==> src/rtl/crc_pkg.sv <==
// Constants of the core reset controller.
// Assumes a 50 MHz core clock; one machine cycle is a fixed number of clocks.
`default_nettype none
package crc_pkg;
  localparam int unsigned CLK_PERIOD_NS = 20;
  localparam int unsigned GLITCH_NS = 50;
  // Dip must last longer than the glitch time before it counts
  localparam int unsigned GLITCH_CYC = (GLITCH_NS + CLK_PERIOD_NS - 1) / CLK_PERIOD_NS;
  localparam int unsigned MIN_ACTIVE_MC = 2;
  localparam int unsigned CLK_PER_MC = 6;
  localparam int unsigned MIN_ACTIVE_CYC = MIN_ACTIVE_MC * CLK_PER_MC;
  localparam int unsigned PIN_PULSE_OSC = 96;
  localparam int unsigned CNT_W = 8;
  typedef enum logic [1:0] {
    CRC_HOLD = 2'h0,
    CRC_WAIT = 2'h1,
    CRC_RUN = 2'h3
  } crc_state_t;
endpackage
`default_nettype wire

==> src/rtl/crc_core_reset_controller.sv <==
// Core reset controller: merges pin, power-on, power-fail and hang timer sources.
// Assumes the clock is the oscillator clock (one oscillator period per clk).
`default_nettype none
module crc_core_reset_controller #(
  parameter int unsigned PULSE_CYC = crc_pkg::PIN_PULSE_OSC
) (
  input wire logic clk,
  input wire logic srst,
  input wire logic supply_good,
  input wire logic osc_ready,
  input wire logic rise_release_threshold,
  input wire logic fall_hold_threshold,
  input wire logic software_hang_timer_ovf,
  input wire logic reset_pin_i,
  output logic reset_pin_o,
  output logic reset_pin_oe,
  output logic core_rst
);
  ////////////////////////////////////////////////////////////////////////////
  // Pin and analog inputs: three-stage synchronisers
  logic [2:0] pin_sync_reg;
  logic [2:0] good_sync_reg;
  logic [2:0] osc_sync_reg;
  logic [2:0] por_sync_reg;
  logic [2:0] fail_sync_reg;
  logic [2:0] pin_sync_next;
  logic [2:0] good_sync_next;
  logic [2:0] osc_sync_next;
  logic [2:0] por_sync_next;
  logic [2:0] fail_sync_next;
  logic pin_low_reg, pin_low_next;
  logic good_reg, good_next;
  logic osc_reg, osc_next;
  logic por_ok_reg, por_ok_next;
  logic fail_raw_reg, fail_raw_next;

  function automatic logic settle(input logic [2:0] s, input logic prev);
    settle = (s[1] == s[2]) ? s[1] : prev;
  endfunction

  always_comb begin
    pin_sync_next = {pin_sync_reg[1:0], reset_pin_i};
    good_sync_next = {good_sync_reg[1:0], supply_good};
    osc_sync_next = {osc_sync_reg[1:0], osc_ready};
    por_sync_next = {por_sync_reg[1:0], rise_release_threshold};
    fail_sync_next = {fail_sync_reg[1:0], fall_hold_threshold};
    pin_low_next = ~settle(pin_sync_reg, ~pin_low_reg);
    good_next = settle(good_sync_reg, good_reg);
    osc_next = settle(osc_sync_reg, osc_reg);
    por_ok_next = settle(por_sync_reg, por_ok_reg);
    fail_raw_next = settle(fail_sync_reg, fail_raw_reg);
  end

  always_ff @(posedge clk) begin
    if (srst) begin
      pin_sync_reg <= 3'h7;
      good_sync_reg <= 3'h0;
      osc_sync_reg <= 3'h0;
      por_sync_reg <= 3'h0;
      fail_sync_reg <= 3'h0;
      pin_low_reg <= 1'b0;
      good_reg <= 1'b0;
      osc_reg <= 1'b0;
      por_ok_reg <= 1'b0;
      fail_raw_reg <= 1'b0;
    end else begin
      pin_sync_reg <= pin_sync_next;
      good_sync_reg <= good_sync_next;
      osc_sync_reg <= osc_sync_next;
      por_sync_reg <= por_sync_next;
      fail_sync_reg <= fail_sync_next;
      pin_low_reg <= pin_low_next;
      good_reg <= good_next;
      osc_reg <= osc_next;
      por_ok_reg <= por_ok_next;
      fail_raw_reg <= fail_raw_next;
    end
  end

  ////////////////////////////////////////////////////////////////////////////
  // Glitch filter on the power-fail level
  localparam logic [crc_pkg::CNT_W-1:0] GLITCH_MAX = crc_pkg::CNT_W'(crc_pkg::GLITCH_CYC);
  logic [crc_pkg::CNT_W-1:0] dip_cnt_reg, dip_cnt_next;
  logic fail_reg, fail_next;

  always_comb begin
    dip_cnt_next = '0;
    fail_next = 1'b0;
    if (fail_raw_reg) begin
      // Only a dip outlasting the glitch time counts
      dip_cnt_next = (dip_cnt_reg > GLITCH_MAX) ? dip_cnt_reg : dip_cnt_reg + 1'b1;
      fail_next = (dip_cnt_reg >= GLITCH_MAX);
    end
  end

  always_ff @(posedge clk) begin
    if (srst) begin
      dip_cnt_reg <= '0;
      fail_reg <= 1'b0;
    end else begin
      dip_cnt_reg <= dip_cnt_next;
      fail_reg <= fail_next;
    end
  end

  ////////////////////////////////////////////////////////////////////////////
  // Reset pin pulse driven on hang timer overflow
  logic [crc_pkg::CNT_W-1:0] pulse_cnt_reg, pulse_cnt_next;

  always_comb begin
    pulse_cnt_next = pulse_cnt_reg;
    if (software_hang_timer_ovf) begin
      pulse_cnt_next = crc_pkg::CNT_W'(PULSE_CYC);
    end else if (pulse_cnt_reg != '0) begin
      pulse_cnt_next = pulse_cnt_reg - 1'b1;
    end
  end

  always_ff @(posedge clk) begin
    if (srst) begin
      pulse_cnt_reg <= '0;
    end else begin
      pulse_cnt_reg <= pulse_cnt_next;
    end
  end

  ////////////////////////////////////////////////////////////////////////////
  // Source merge and release sequencing
  localparam logic [crc_pkg::CNT_W-1:0] MIN_CYC = crc_pkg::CNT_W'(crc_pkg::MIN_ACTIVE_CYC);
  logic req;
  logic pwr_req;
  crc_pkg::crc_state_t state_reg, state_next;
  logic [crc_pkg::CNT_W-1:0] act_cnt_reg, act_cnt_next;

  // Any source asserts the request at once
  assign pwr_req = ~por_ok_reg | fail_reg;
  assign req = pin_low_reg | pwr_req | (pulse_cnt_reg != '0) | software_hang_timer_ovf;

  always_comb begin
    state_next = state_reg;
    act_cnt_next = act_cnt_reg;
    unique case (state_reg)
      crc_pkg::CRC_HOLD: begin
        act_cnt_next = '0;
        if (!req && good_reg && osc_reg) begin
          state_next = crc_pkg::CRC_WAIT;
        end
      end
      crc_pkg::CRC_WAIT: begin
        act_cnt_next = act_cnt_reg + 1'b1;
        if (req || !good_reg || !osc_reg) begin
          state_next = crc_pkg::CRC_HOLD;
        end else if (act_cnt_reg >= MIN_CYC - 1'b1) begin
          state_next = crc_pkg::CRC_RUN;
        end
      end
      crc_pkg::CRC_RUN: begin
        if (req || !good_reg || !osc_reg) begin
          state_next = crc_pkg::CRC_HOLD;
        end
      end
      default: begin
        state_next = crc_pkg::CRC_HOLD;
      end
    endcase
  end

  always_ff @(posedge clk) begin
    if (srst) begin
      state_reg <= crc_pkg::CRC_HOLD;
      act_cnt_reg <= '0;
    end else begin
      state_reg <= state_next;
      act_cnt_reg <= act_cnt_next;
    end
  end

  // Assertion is combinational from the request; release only on a clock edge
  // Supply or oscillator loss must not wait an edge for the state to leave run
  assign core_rst = srst | req | ~good_reg | ~osc_reg | (state_reg != crc_pkg::CRC_RUN);
  // Open-drain style: only ever drives low
  assign reset_pin_o = 1'b0;
  assign reset_pin_oe = (pulse_cnt_reg != '0) | pwr_req;
endmodule // crc_core_reset_controller
`default_nettype wire

==> config.mk <==
export PLATFORM = sky130hd
export DESIGN_NAME = crc_core_reset_controller
export DESIGN_NICKNAME = d
export VERILOG_FILES = /design/src/rtl/crc_pkg.sv /design/src/rtl/crc_core_reset_controller.sv
export SDC_FILE = /design/constraint.sdc
export NUM_CORES = 1
export LEC_CHECK = 0
export BUFFER_PORTS_ARGS = -buffer_cell sky130_fd_sc_hd__buf_4
export CAP_MARGIN = 20
export CORE_UTILIZATION = 30
export DETAILED_ROUTE_END_ITERATION = 8
export HOLD_SLACK_MARGIN = 0.15
export PLACE_DENSITY_LB_ADDON = 0.15
export SYNTH_ARGS = -nofsm -noshare
export SYNTH_HDL_FRONTEND = slang
export SYNTH_SLANG_ARGS = --single-unit
==> constraint.sdc <==
create_clock -name clk -period 1.9 [get_ports clk]
set_clock_uncertainty 0.15 [all_clocks]
set_input_delay 0.19 -clock clk [delete_from_list [all_inputs] [get_ports clk]]
set_output_delay 0.19 -clock clk [all_outputs]
set_load 0.05 [all_outputs]
# Word-level counts from Yosys, hierarchy flattened
# Cells that the tools add are included.
[totals]
output_inout_bits = 3
latch_bits = 0
reg_bits = 47
memories = 0
word_cells = 71
in_bits = 8
mem_bits_rw = 0
romBits = 0
[classes]
n_div = 0
n_addsub = 3
n_reduce_logical = 14
n_shift = 0
order_cmp = 3
multipliers = 0
bitwise_logic = 15
muxes = 9
eq_ne = 11
[op_table]
columns = ["cell", "n"]
rows = [
  ["$add A8 B1 Y8 const B", 2],
  ["$pmux W8 S2", 1],
  ["$mux W7", 2],
  ["$or A1 B1 Y1", 9],
  ["$ge A8 B2 Y1 const B", 1],
  ["$ge A8 B4 Y1 const B", 1],
  ["$gt A8 B2 Y1 const B", 1],
  ["$mux W2", 4],
  ["$reduce_bool A8 Y1", 1],
  ["$sub A8 B1 Y8 const B", 1],
  ["$ne A2 B2 Y1 const B", 3],
  ["$not A1 Y1", 6],
  ["$pmux W2 S3", 1],
  ["$eq A1 B1 Y1", 5],
  ["$reduce_bool A2 Y1", 2],
  ["$reduce_or A2 Y1", 2],
  ["$logic_not A1 Y1", 3],
  ["$ne A3 B3 Y1 const B", 1],
  ["$reduce_and A3 Y1", 1],
  ["$eq A2 B1 Y1 const B", 1],
  ["$eq A2 B2 Y1 const B", 1],
  ["$logic_and A1 B1 Y1", 2],
  ["$logic_not A2 Y1", 1],
  ["$logic_or A1 B1 Y1", 2],
  ["$mux W1", 1],
]

# Longest topological paths before layout
# Gate-level depths: netlist of run 1.
[logic_depth]
depth_word = 10
mapped_depth = 5
mapped_depth_nobuf = 5

# Worst setup path after synthesis of run 1
# OpenSTA, ideal clock, no wires.
[synth_timing]
path_type = "reg-to-reg"
start = "reg pulse_cnt_reg[0] (netlist name)"
end = "reg state_reg[0]"
setup_time_ps = 80
arrival_time_ps = 1608
required_ps = 1670
path_stages_with_launch = 6
path_slack_ps = 62
n_path_buf = 0
synth_period_minus_slack_ps = 1838
cell_sequence = "dfxtp_1 inv_1 ha_1 nor4b_2 nand4b_1 nor2_1"
[synth_between]
elab_chain_cells = 8
word_cells_on_any_way = 14
cone_classes = "eq/ne: 3; mux: 2; bitwise: 2; reduce/logical: 7"
[synth_lines]
columns = ["item", "line_no", "rtl"]
rows = [
  ["start: declaration", "crc_core_reset_controller.sv:108", "logic [crc_pkg::CNT_W-1:0] pulse_cnt_reg, pulse_cnt_next;"],
  ["start signal: assignment", "crc_core_reset_controller.sv:123", "pulse_cnt_reg <= pulse_cnt_next;"],
  ["$reduce_bool A8 Y1 *", "crc_core_reset_controller.sv:137", "assign req = pin_low_reg | pwr_req | (pulse_cnt_reg != '0) | software_hang_timer_ovf;"],
  ["$or A1 B1 Y1 * (2 in a row)", "crc_core_reset_controller.sv:137", ""],
  ["$logic_not A1 Y1", "crc_core_reset_controller.sv:145", "if (!req && good_reg && osc_reg) begin"],
  ["$logic_and A1 B1 Y1 (2 in a row)", "crc_core_reset_controller.sv:145", ""],
  ["$ne A2 B2 Y1 (no source line)", "--", ""],
  ["$reduce_and A3 Y1 (no source line)", "--", ""],
  ["end signal: assignment", "crc_core_reset_controller.sv:170", "state_reg <= crc_pkg::CRC_HOLD;"],
  ["end signal: assignment", "crc_core_reset_controller.sv:173", "state_reg <= state_next;"],
  ["end: declaration", "crc_core_reset_controller.sv:132", "crc_pkg::crc_state_t state_reg, state_next;"],
]
# Every way passes the cells marked *; elsewhere a longest branch is shown, timed or not.
# A chain may end at the register's enable or synchronous reset.

# Final worst setup path of run 1
[layout_timing]
start = "reg pulse_cnt_reg[1] (netlist name)"
end = "out core_rst"
[layout_between]
elab_chain_cells = 7
[layout_lines]
columns = ["item", "line_no", "rtl"]
rows = [
  ["$reduce_bool A8 Y1", "crc_core_reset_controller.sv:137", ""],
  ["$or A1 B1 Y1 (2 in a row)", "crc_core_reset_controller.sv:137", ""],
  ["$or A1 B1 Y1 (4 in a row)", "crc_core_reset_controller.sv:180", "assign core_rst = srst | req | ~good_reg | ~osc_reg | (state_reg != crc_pkg::CRC_RUN);"],
  ["end: declaration", "crc_core_reset_controller.sv:17", "output logic core_rst"],
]
# No other way between the ends.

==> results.toml, run 1 <==
[placement]
hpwl_um = 2350
port_buffers = 9
gp_congestion = 0.812
dpl_worst_slack_ns = 0.139
placed_area_um2 = 2000

[sta]
setup_ws_ns = -0.00988
final_hold_viol_count = 0
rsz0062_at_grt = "yes"
tns_ns = -0.00988
setup_viol = 1
timing.final.crit_share = 1.01
fmax_mhz = 524
fin_crit_ns = 1.91
drv_slew = 0

[cts]
cts_inserted_buffers = 5
clkSinkCount = 47
cts_buffer_depth = 2
path_clk_slew_ns = 0.09
root_buffer = "clkbuf_8"
clk_latency_ns = 0.29
cts_tree = "done"
cts-htree-levels = 2

[detailed_routing]
routed_wirelength_um = 3500
wire_per_inst_um = 12.0
postRouteAntennaNets = 0
first_pass_iters = 4
routed-via-count = 1446
drc_errors = 0
dr.first_iter.drc_count = 60
routed_via_density = 4.95

[critical_path]
worst_path_largest_cell_delay_ns = 0.34
rrSetupSlack_ns = 0.17
critPathCaptureType = "output port"
cp-endpoint = "core_rst"
cp_slowest_cell = "dfxtp_2"
r2r_end = "pulse_cnt_reg[1]"
path_cells = "inv_2 -> ha_4 -> nor4b_4 -> and4_1 -> nand3_2 -> buf_8"
setup.worst_path.start = "pulse_cnt_reg[1]"
worstReg2RegStart = "pulse_cnt_reg[1]"
critPathKind = "reg2out"
crit_required_ns = 1.56
cp_max_fo = 3
critPathLaunchType = "flop"
cp.arrival_ns = 1.57
r2r_cells = 7

[floorplanning]
core_um2 = 5890
die_w_um = 80.0
start_util = 0.310
ios = 11
die_h_um = 80.0
rows = 28
die-area_um2 = 6410

[final_layout]
diodes = 0
regArea_um2 = 943
fillers = 591
final_cell_mix = "45 x dfxtp_1, 18 x buf_4, 16 x nor2b_1"
post-route-cell-area_um2 = 2270
mostFrequentLayoutCell = "dfxtp_1"
syn_to_final_growth_pct = 24.2
num-nets-final = 228
drive_gt1_frac = 0.203
multi_input_area_um2 = 877
final_util = 0.386

[yosys]
yosys.area_share.simple = 0.281
ys_async_sr_fraction = 0
ys_types = 42
synth_compound_area_frac = 0.121
synthCells = 189
syn_area_um2 = 1830
synth_ff_type = "dfxtp_1"
synth_edf_count = 0
synth_top_family_by_area = "simple AND/OR/NAND/NOR gates"
synthXorXnorAreaFrac = 0.0144
synth_adder_area_share = 0.0274
synth_area_per_cell_um2 = 9.67
synth_mux_area_frac = 0.0164
synth_fp_nets = 201
ys_warn_count = 0
synth_seq_area_share = 0.515
synth-seq-cells = 47

[run]
max-cap-violations = 0

[global_routing]
grt_first_pass_wirelength_um = 5910
overflow = 0
grt_util_met1 = 0.133
grt.busiest_layer = "met2"
antenna_found_initial = 0
grt_pass1_vias = 1400
grt_use_met2 = 0.211
met3_usage = 0.0343
gr-usage-all-layers = 0.119
grt_max_degree = 36

[pwr]
ir_drop_v = 0.000365
power.density_nw_per_um2 = 913
leakage_nw = 0.869
power.total_w = 0.00207

[status]
violations = "negative setup slack"
status = "finished, violations left"

[min_path]
min_path_type = "in2reg"
area by class of cell:
| type | instances | share of cell area |
|---|---|---|
| Clock inverter | 3 | 0.0193 |
| Inverter | 3 | 0.00496 |
| Tap cell | 75 | 0.0413 |
| Multi-Input combinational cell | 132 | 0.386 |
| Sequential cell | 47 | 0.416 |
| Timing Repair Buffer | 27 | 0.102 |
| Clock buffer | 5 | 0.0303 |
synth_stat cells, types with 2 or more instances:
cell | instances | area [um^2]
clkbuf_1 | 6 | 22.5
a21oi_1 | 10 | 50.1
nand3_1 | 6 | 30.0
a311oi_1 | 2 | 17.5
a41o_1 | 2 | 20.0
or4_1 | 7 | 52.6
nor2_1 | 13 | 48.8
and3_1 | 2 | 12.5
xnor2_1 | 3 | 26.3
nor3_1 | 3 | 15.0
or2_2 | 4 | 25.0
dfxtp_1 | 47 | 941
o311ai_0 | 2 | 17.5
or3_1 | 2 | 12.5
and2_1 | 5 | 31.3
nand2b_1 | 5 | 31.3
mux2i_1 | 3 | 30.0
nor2b_1 | 16 | 100
nand2_1 | 12 | 45.0
o21ai_0 | 10 | 50.1
ha_1 | 4 | 50.1
nor3b_1 | 2 | 15.0
inv_1 | 3 | 11.3
nor3_2 | 2 | 20.0
critical path: cells and delay by family, from the launching register on:
family,cells,cell delay (ns)
DFF,1,0.34
adders and majority gates,1,0.13
and+or+nand+nor,3,0.57
buffers and inverters,2,0.24
what timing repair did:
item                                    4_1_cts  5_1_grt
hold buffers                                  7        0
gates resized for setup                      10        2
endpoints found under the hold margin        14        0
setup buffers                                 4        2
pin swaps                                     3        2
endpoints found under the setup margin        2        2
per-stage QoR:
stage	instances	hold slack [ns]
2_1_floorplan	189	0.123
6_report	292	0.181
3_5_place_dp	271	0.231
3_3_place_gp	271	0.230
5_1_grt	292	0.201
4_1_cts	290	0.174
where the power goes:
| group | total, W | internal, W | leakage (nW) | switching (W) |
|---|---|---|---|---|
| Sequential | 0.00106 | 0.00102 | 0.384 | 0.0000384 |
| Clock | 0.000726 | 0.000392 | 0.0581 | 0.000334 |
| Combinational | 0.000284 | 0.000150 | 0.427 | 0.000134 |
layer usage:
metal | wire length, um | vias up
met5 | 0 | -
met4 | 42 | 0
met3 | 110 | 4
met2 | 1800 | 31
met1 | 1550 | 691
li1 | - | 720
kinds of logic (layout without fill, tap and decap cells):
| logic type | after synthesis | in the layout |
|---|---|---|
| flip-flops | 47 | 47 |
| AO/OA/AOI/OAI | 34 | 34 |
| buffers and inverters | 10 | 38 |
| AND/OR/NAND/NOR | 87 | 87 |
| other | 1 | 1 |
| adder cells (fa/ha/maj) | 4 | 4 |
| multiplexers | 3 | 3 |
| XOR/XNOR | 3 | 3 |
worst min path at each step:
stage / start / to / slack (ns) / cells past startpoint
global placement: reset_pin_i / pin_sync_reg[0] / 0.23 / 2
CTS: software_hang_timer_ovf / pulse_cnt_reg[6] / 0.17 / 4
floorplan: software_hang_timer_ovf / pulse_cnt_reg[1] / 0.12 / 1
detailed placement: reset_pin_i / pin_sync_reg[0] / 0.23 / 2
finish: software_hang_timer_ovf / pulse_cnt_reg[5] / 0.18 / 4
global route: software_hang_timer_ovf / pulse_cnt_reg[6] / 0.20 / 4
No activity file was read; power rests on OpenSTA's default activity.
==> run 2: changes to the inputs <==
--- a/constraint.sdc
+++ b/constraint.sdc
@@ -3,3 +3,3 @@
 set_input_delay 0.19 -clock clk [delete_from_list [all_inputs] [get_ports clk]]
 set_output_delay 0.19 -clock clk [all_outputs]
-set_load 0.05 [all_outputs]
+set_load 0.005 [all_outputs]
==> results.toml, run 2 (synthesis gave the netlist of run 1 again) <==
[critical_path]
cp.arrival_ns = 1.50
worstReg2RegStart = "pulse_cnt_reg[0]"
cp_num_buf_inv = 2
cp_top_family = "simple AND/OR/NAND/NOR gates"
setup.worst_path.start = "pulse_cnt_reg[0]"
crit_required_ns = 1.56
path_cells = "inv_4 -> ha_4 -> nor4b_4 -> and4_1 -> nand3_2 -> buf_6"
worst_path_largest_cell_delay_ns = 0.36
critPathCaptureType = "output port"
cp_slowest_cell = "dfxtp_4"
critPathLaunchType = "flop"
critPathKind = "reg2out"
cp_max_fo = 3

[final_layout]
drive_gt1_frac = 0.195
mostFrequentLayoutCell = "dfxtp_1"
final_util = 0.379
fillers = 591
num-nets-final = 226
syn_to_final_growth_pct = 22.0
diodes = 0
final_cell_mix = "45 x dfxtp_1, 17 x buf_4, 16 x nor2b_1"

[sta]
drv_slew = 0
final_hold_viol_count = 0
fin_crit_ns = 1.84
timing.final.crit_share = 0.969
fmax_mhz = 543
rsz0062_at_grt = "yes"
setup_viol = 0

[placement]
gp_congestion = 0.759
port_buffers = 9
hpwl_um = 2450

[cts]
path_clk_slew_ns = 0.08
cts_inserted_buffers = 5
clk_latency_ns = 0.30
cts-htree-levels = 2
cts_tree = "done"
clkSinkCount = 47
cts_buffer_depth = 2
root_buffer = "clkbuf_8"

[min_path]
min_path_type = "in2reg"
min_from = "software_hang_timer_ovf"

[floorplanning]
core_um2 = 5890
start_util = 0.310
die_w_um = 80.0
die-area_um2 = 6410
ios = 11
die_h_um = 80.0
rows = 28

[pwr]
leakage_nw = 0.838
p_sw_w = 0.000494
clockPowerShare = 0.306
p_comb_frac = 0.138
seq_power_share = 0.556
intPower_w = 0.00142
swShare = 0.258
power.density_nw_per_um2 = 858
power.total_w = 0.00191
ir_drop_v = 0.000398

[detailed_routing]
routed_wirelength_um = 3490
dr.first_iter.drc_count = 73
first_pass_iters = 4
postRouteAntennaNets = 0
routed_via_density = 4.99
drc_errors = 0
wire_per_inst_um = 12.0
routed-via-count = 1447

[global_routing]
grt_max_degree = 36
grt_pass1_vias = 1456
antenna_found_initial = 0
gr-usage-all-layers = 0.125
grt_first_pass_wirelength_um = 6180
overflow = 0

[status]
status = "completed"

[run]
max-cap-violations = 0
[run 2: power by group through the flow]
stage               Sequential, W  Clock, W  Combinational [W]
floorplan                 0.00107         0           0.000158
CTS                       0.00106  0.000612           0.000256
finish                    0.00106  0.000586           0.000264
global route              0.00107  0.000660           0.000294
global placement          0.00108         0           0.000208
detailed placement        0.00108         0           0.000213
[run 2: final timing paths]
check / endpoint / slack [ns] / depth (start not counted)
worst min register to register: pin_sync_reg[1] / 0.27 / 1
worst max register to register: pulse_cnt_reg[6] / 0.21 / 5
worst max-delay path: core_rst / 0.06 / 6
worst min-delay path: pulse_cnt_reg[5] / 0.15 / 4
[run 2: timing repair]
action	CTS	global route
gates resized for setup	9	3
hold endpoints to repair	14	0
hold buffers	7	0
buffers inserted	3	2
endpoints found under the setup margin	2	2
pin swaps	1	3
[run 2: metrics by stage]
stage	instances	setup TNS, ns	area, um^2	setup WS (ns)	hold slack (ns)
6_report	290	0	2230	0.0580	0.152
5_1_grt	290	-0.0631	2230	-0.0631	0.182
4_1_cts	288	0	2200	0.00645	0.152
3_5_place_dp	270	0	1990	0.131	0.230
3_3_place_gp	270	0	1990	0.188	0.230
2_1_floorplan	189	0	1830	0.280	0.123
[run 2: layout make-up]
class	count	area (um^2)	share of cell area
Clock buffer	5	68.8	0.0309
Clock inverter	3	20.0	0.00898
Inverter	3	13.8	0.00618
Multi-Input combinational cell	132	877	0.394
Sequential cell	47	946	0.424
Tap cell	75	93.8	0.0421
Timing Repair Buffer	25	209	0.0938
[run 2: tightest hold or removal path: stages]
cell    delay [ns]
buf_4         0.12
inv_1         0.06
a41o_1        0.15
nor2_1        0.03
[run 2: routing by layer]
metal | routed length (um) | track usage
met1 | 1550 | 0.137
met2 | 1750 | 0.221
met5 | 0 | 0
met4 | 64 | 0.0679
met3 | 119 | 0.0286
==> run 3: changes to the inputs <==
MAX_ROUTING_LAYER = met4   (was default)
RECOVER_POWER = 100   (was default)
clock period = 1.5 ns   (was 1.9 ns; I/O delays follow)
==> results.toml, run 3 (synthesis gave the netlist of run 1 again) <==
[final_layout]
syn_to_final_growth_pct = 33.2
final_util = 0.413
num-nets-final = 240
fillers = 602
diodes = 0
drive_gt1_frac = 0.293
final_cell_mix = "37 x dfxtp_1, 22 x buf_4, 16 x nor2b_1"
mostFrequentLayoutCell = "dfxtp_1"
post-route-cell-area_um2 = 2430

[cts]
cts_inserted_buffers = 5
clkSinkCount = 47
cts_buffer_depth = 2
root_buffer = "clkbuf_8"
path_clk_slew_ns = 0.09
cts_tree = "done"
cts-htree-levels = 2
ctsHoldBuffers = 10
clk_latency_ns = 0.30

[detailed_routing]
postRouteAntennaNets = 0
wire_per_inst_um = 13.0
met3_length_um = 130
dr.first_iter.drc_count = 62
routed-via-count = 1467
met1_length_um = 1890
drc_errors = 0
routed_via_density = 4.83
first_pass_iters = 4
routed_wirelength_um = 3970
dr_wl_met2_um = 1890
highest-signal-layer = "met4"

[sta]
setup_viol = 19
drv_slew = 0
final_hold_viol_count = 0
max_slew.worst_pin.slew_ns = 0.601
fin_crit_ns = 1.84
hold_ws_ns = 0.128
fmax_mhz = 544
setup_ws_ns = -0.337
rsz0062_at_grt = "yes"
timing.final.crit_share = 1.22
tns_ns = -4.12
relSlewSlack = 0.599

[critical_path]
critPathKind = "reg2out"
crit_required_ns = 1.20
path_depth = 6
path_cells = "inv_2 -> ha_4 -> nor4b_4 -> and4_1 -> nand3_2 -> buf_6"
critPathLaunchType = "flop"
cp.arrival_ns = 1.54
cp_top_family = "simple AND/OR/NAND/NOR gates"
worst_path_largest_cell_delay_ns = 0.34
critPathCaptureType = "output port"
cp_num_buf_inv = 2
cp_slowest_cell = "dfxtp_2"
r2r_cells = 6
cp_max_fo = 3

[global_routing]
gr-usage-all-layers = 0.142
antenna_found_initial = 0
overflow = 0
grt_max_degree = 17
grt_pass1_vias = 1468
grt_first_pass_wirelength_um = 6670

[floorplanning]
die_h_um = 80.0
die_w_um = 80.0
rows = 28
ios = 11
core_um2 = 5890
die-area_um2 = 6410
start_util = 0.310

[status]
status = "finished, violations left"
violations = "negative setup slack"

[pwr]
power.density_nw_per_um2 = 1060
leakage_nw = 0.900
ir_drop_v = 0.000464

[placement]
port_buffers = 9
placed_area_um2 = 2080
dpl_worst_slack_ns = -0.119
hpwl_um = 2510
gp_congestion = 0.729

[min_path]
holdPathStages = 5
min_path_type = "in2reg"

[run]
max-cap-violations = 0
==> run 3: tightest hold or removal path, delay by kind of cell <==
family	cells	cell delay (ns)
and+or+nand+nor	3	0.17
buffers and inverters	2	0.23
==> run 3: report_power, final <==
part	switching (W)	leakage (nW)	internal [W]	total, W
registers	0.0000528	0.388	0.00130	0.00135
clock network	0.000443	0.0418	0.000335	0.000778
logic	0.000208	0.470	0.000236	0.000444
==> run 3: layout make-up <==
| class | instances | area [um^2] | share of cell area |
|---|---|---|---|
| Timing Repair Buffer | 39 | 307 | 0.126 |
| Clock buffer | 6 | 72.6 | 0.0298 |
| Clock inverter | 2 | 16.3 | 0.00668 |
| Inverter | 3 | 11.3 | 0.00463 |
| Sequential cell | 47 | 961 | 0.395 |
| Multi-Input combinational cell | 132 | 972 | 0.399 |
| Tap cell | 75 | 93.8 | 0.0386 |
==> run 3: metal layers <==
metal,GRT usage,vias to the layer above
met5,-,-
met4,0.0732,0
met3,0.0366,7
met2,0.230,28
met1,0.161,687
li1,-,745
==> run 3: final timing paths <==
| path | startpoint | endpoint | slack [ns] |
|---|---|---|---|
| max reg2reg | pulse_cnt_reg[0] | pulse_cnt_reg[5] | -0.25 |
| min reg2reg | pin_sync_reg[0] | pin_sync_reg[1] | 0.26 |
| max | pulse_cnt_reg[0] | core_rst | -0.34 |
| min | software_hang_timer_ovf | state_reg[0] | 0.13 |
==> run 3: per-stage QoR <==
| stage | power, W | std cells |
|---|---|---|
| floorplan | 0.00157 | 189 |
| global placement | 0.00168 | 280 |
| detailed placement | 0.00170 | 280 |
| CTS | 0.00260 | 302 |
| global route | 0.00272 | 304 |
| finish | 0.00257 | 304 |
==> run 3: timing repair <==
| item | in CTS | in global routing |
|---|---|---|
| pin swaps | 10 | 5 |
| setup endpoints to repair | 14 | 17 |
| resized for setup | 20 | 15 |
| endpoints found under the hold margin | 18 | 1 |
| buffers inserted | 4 | 2 |
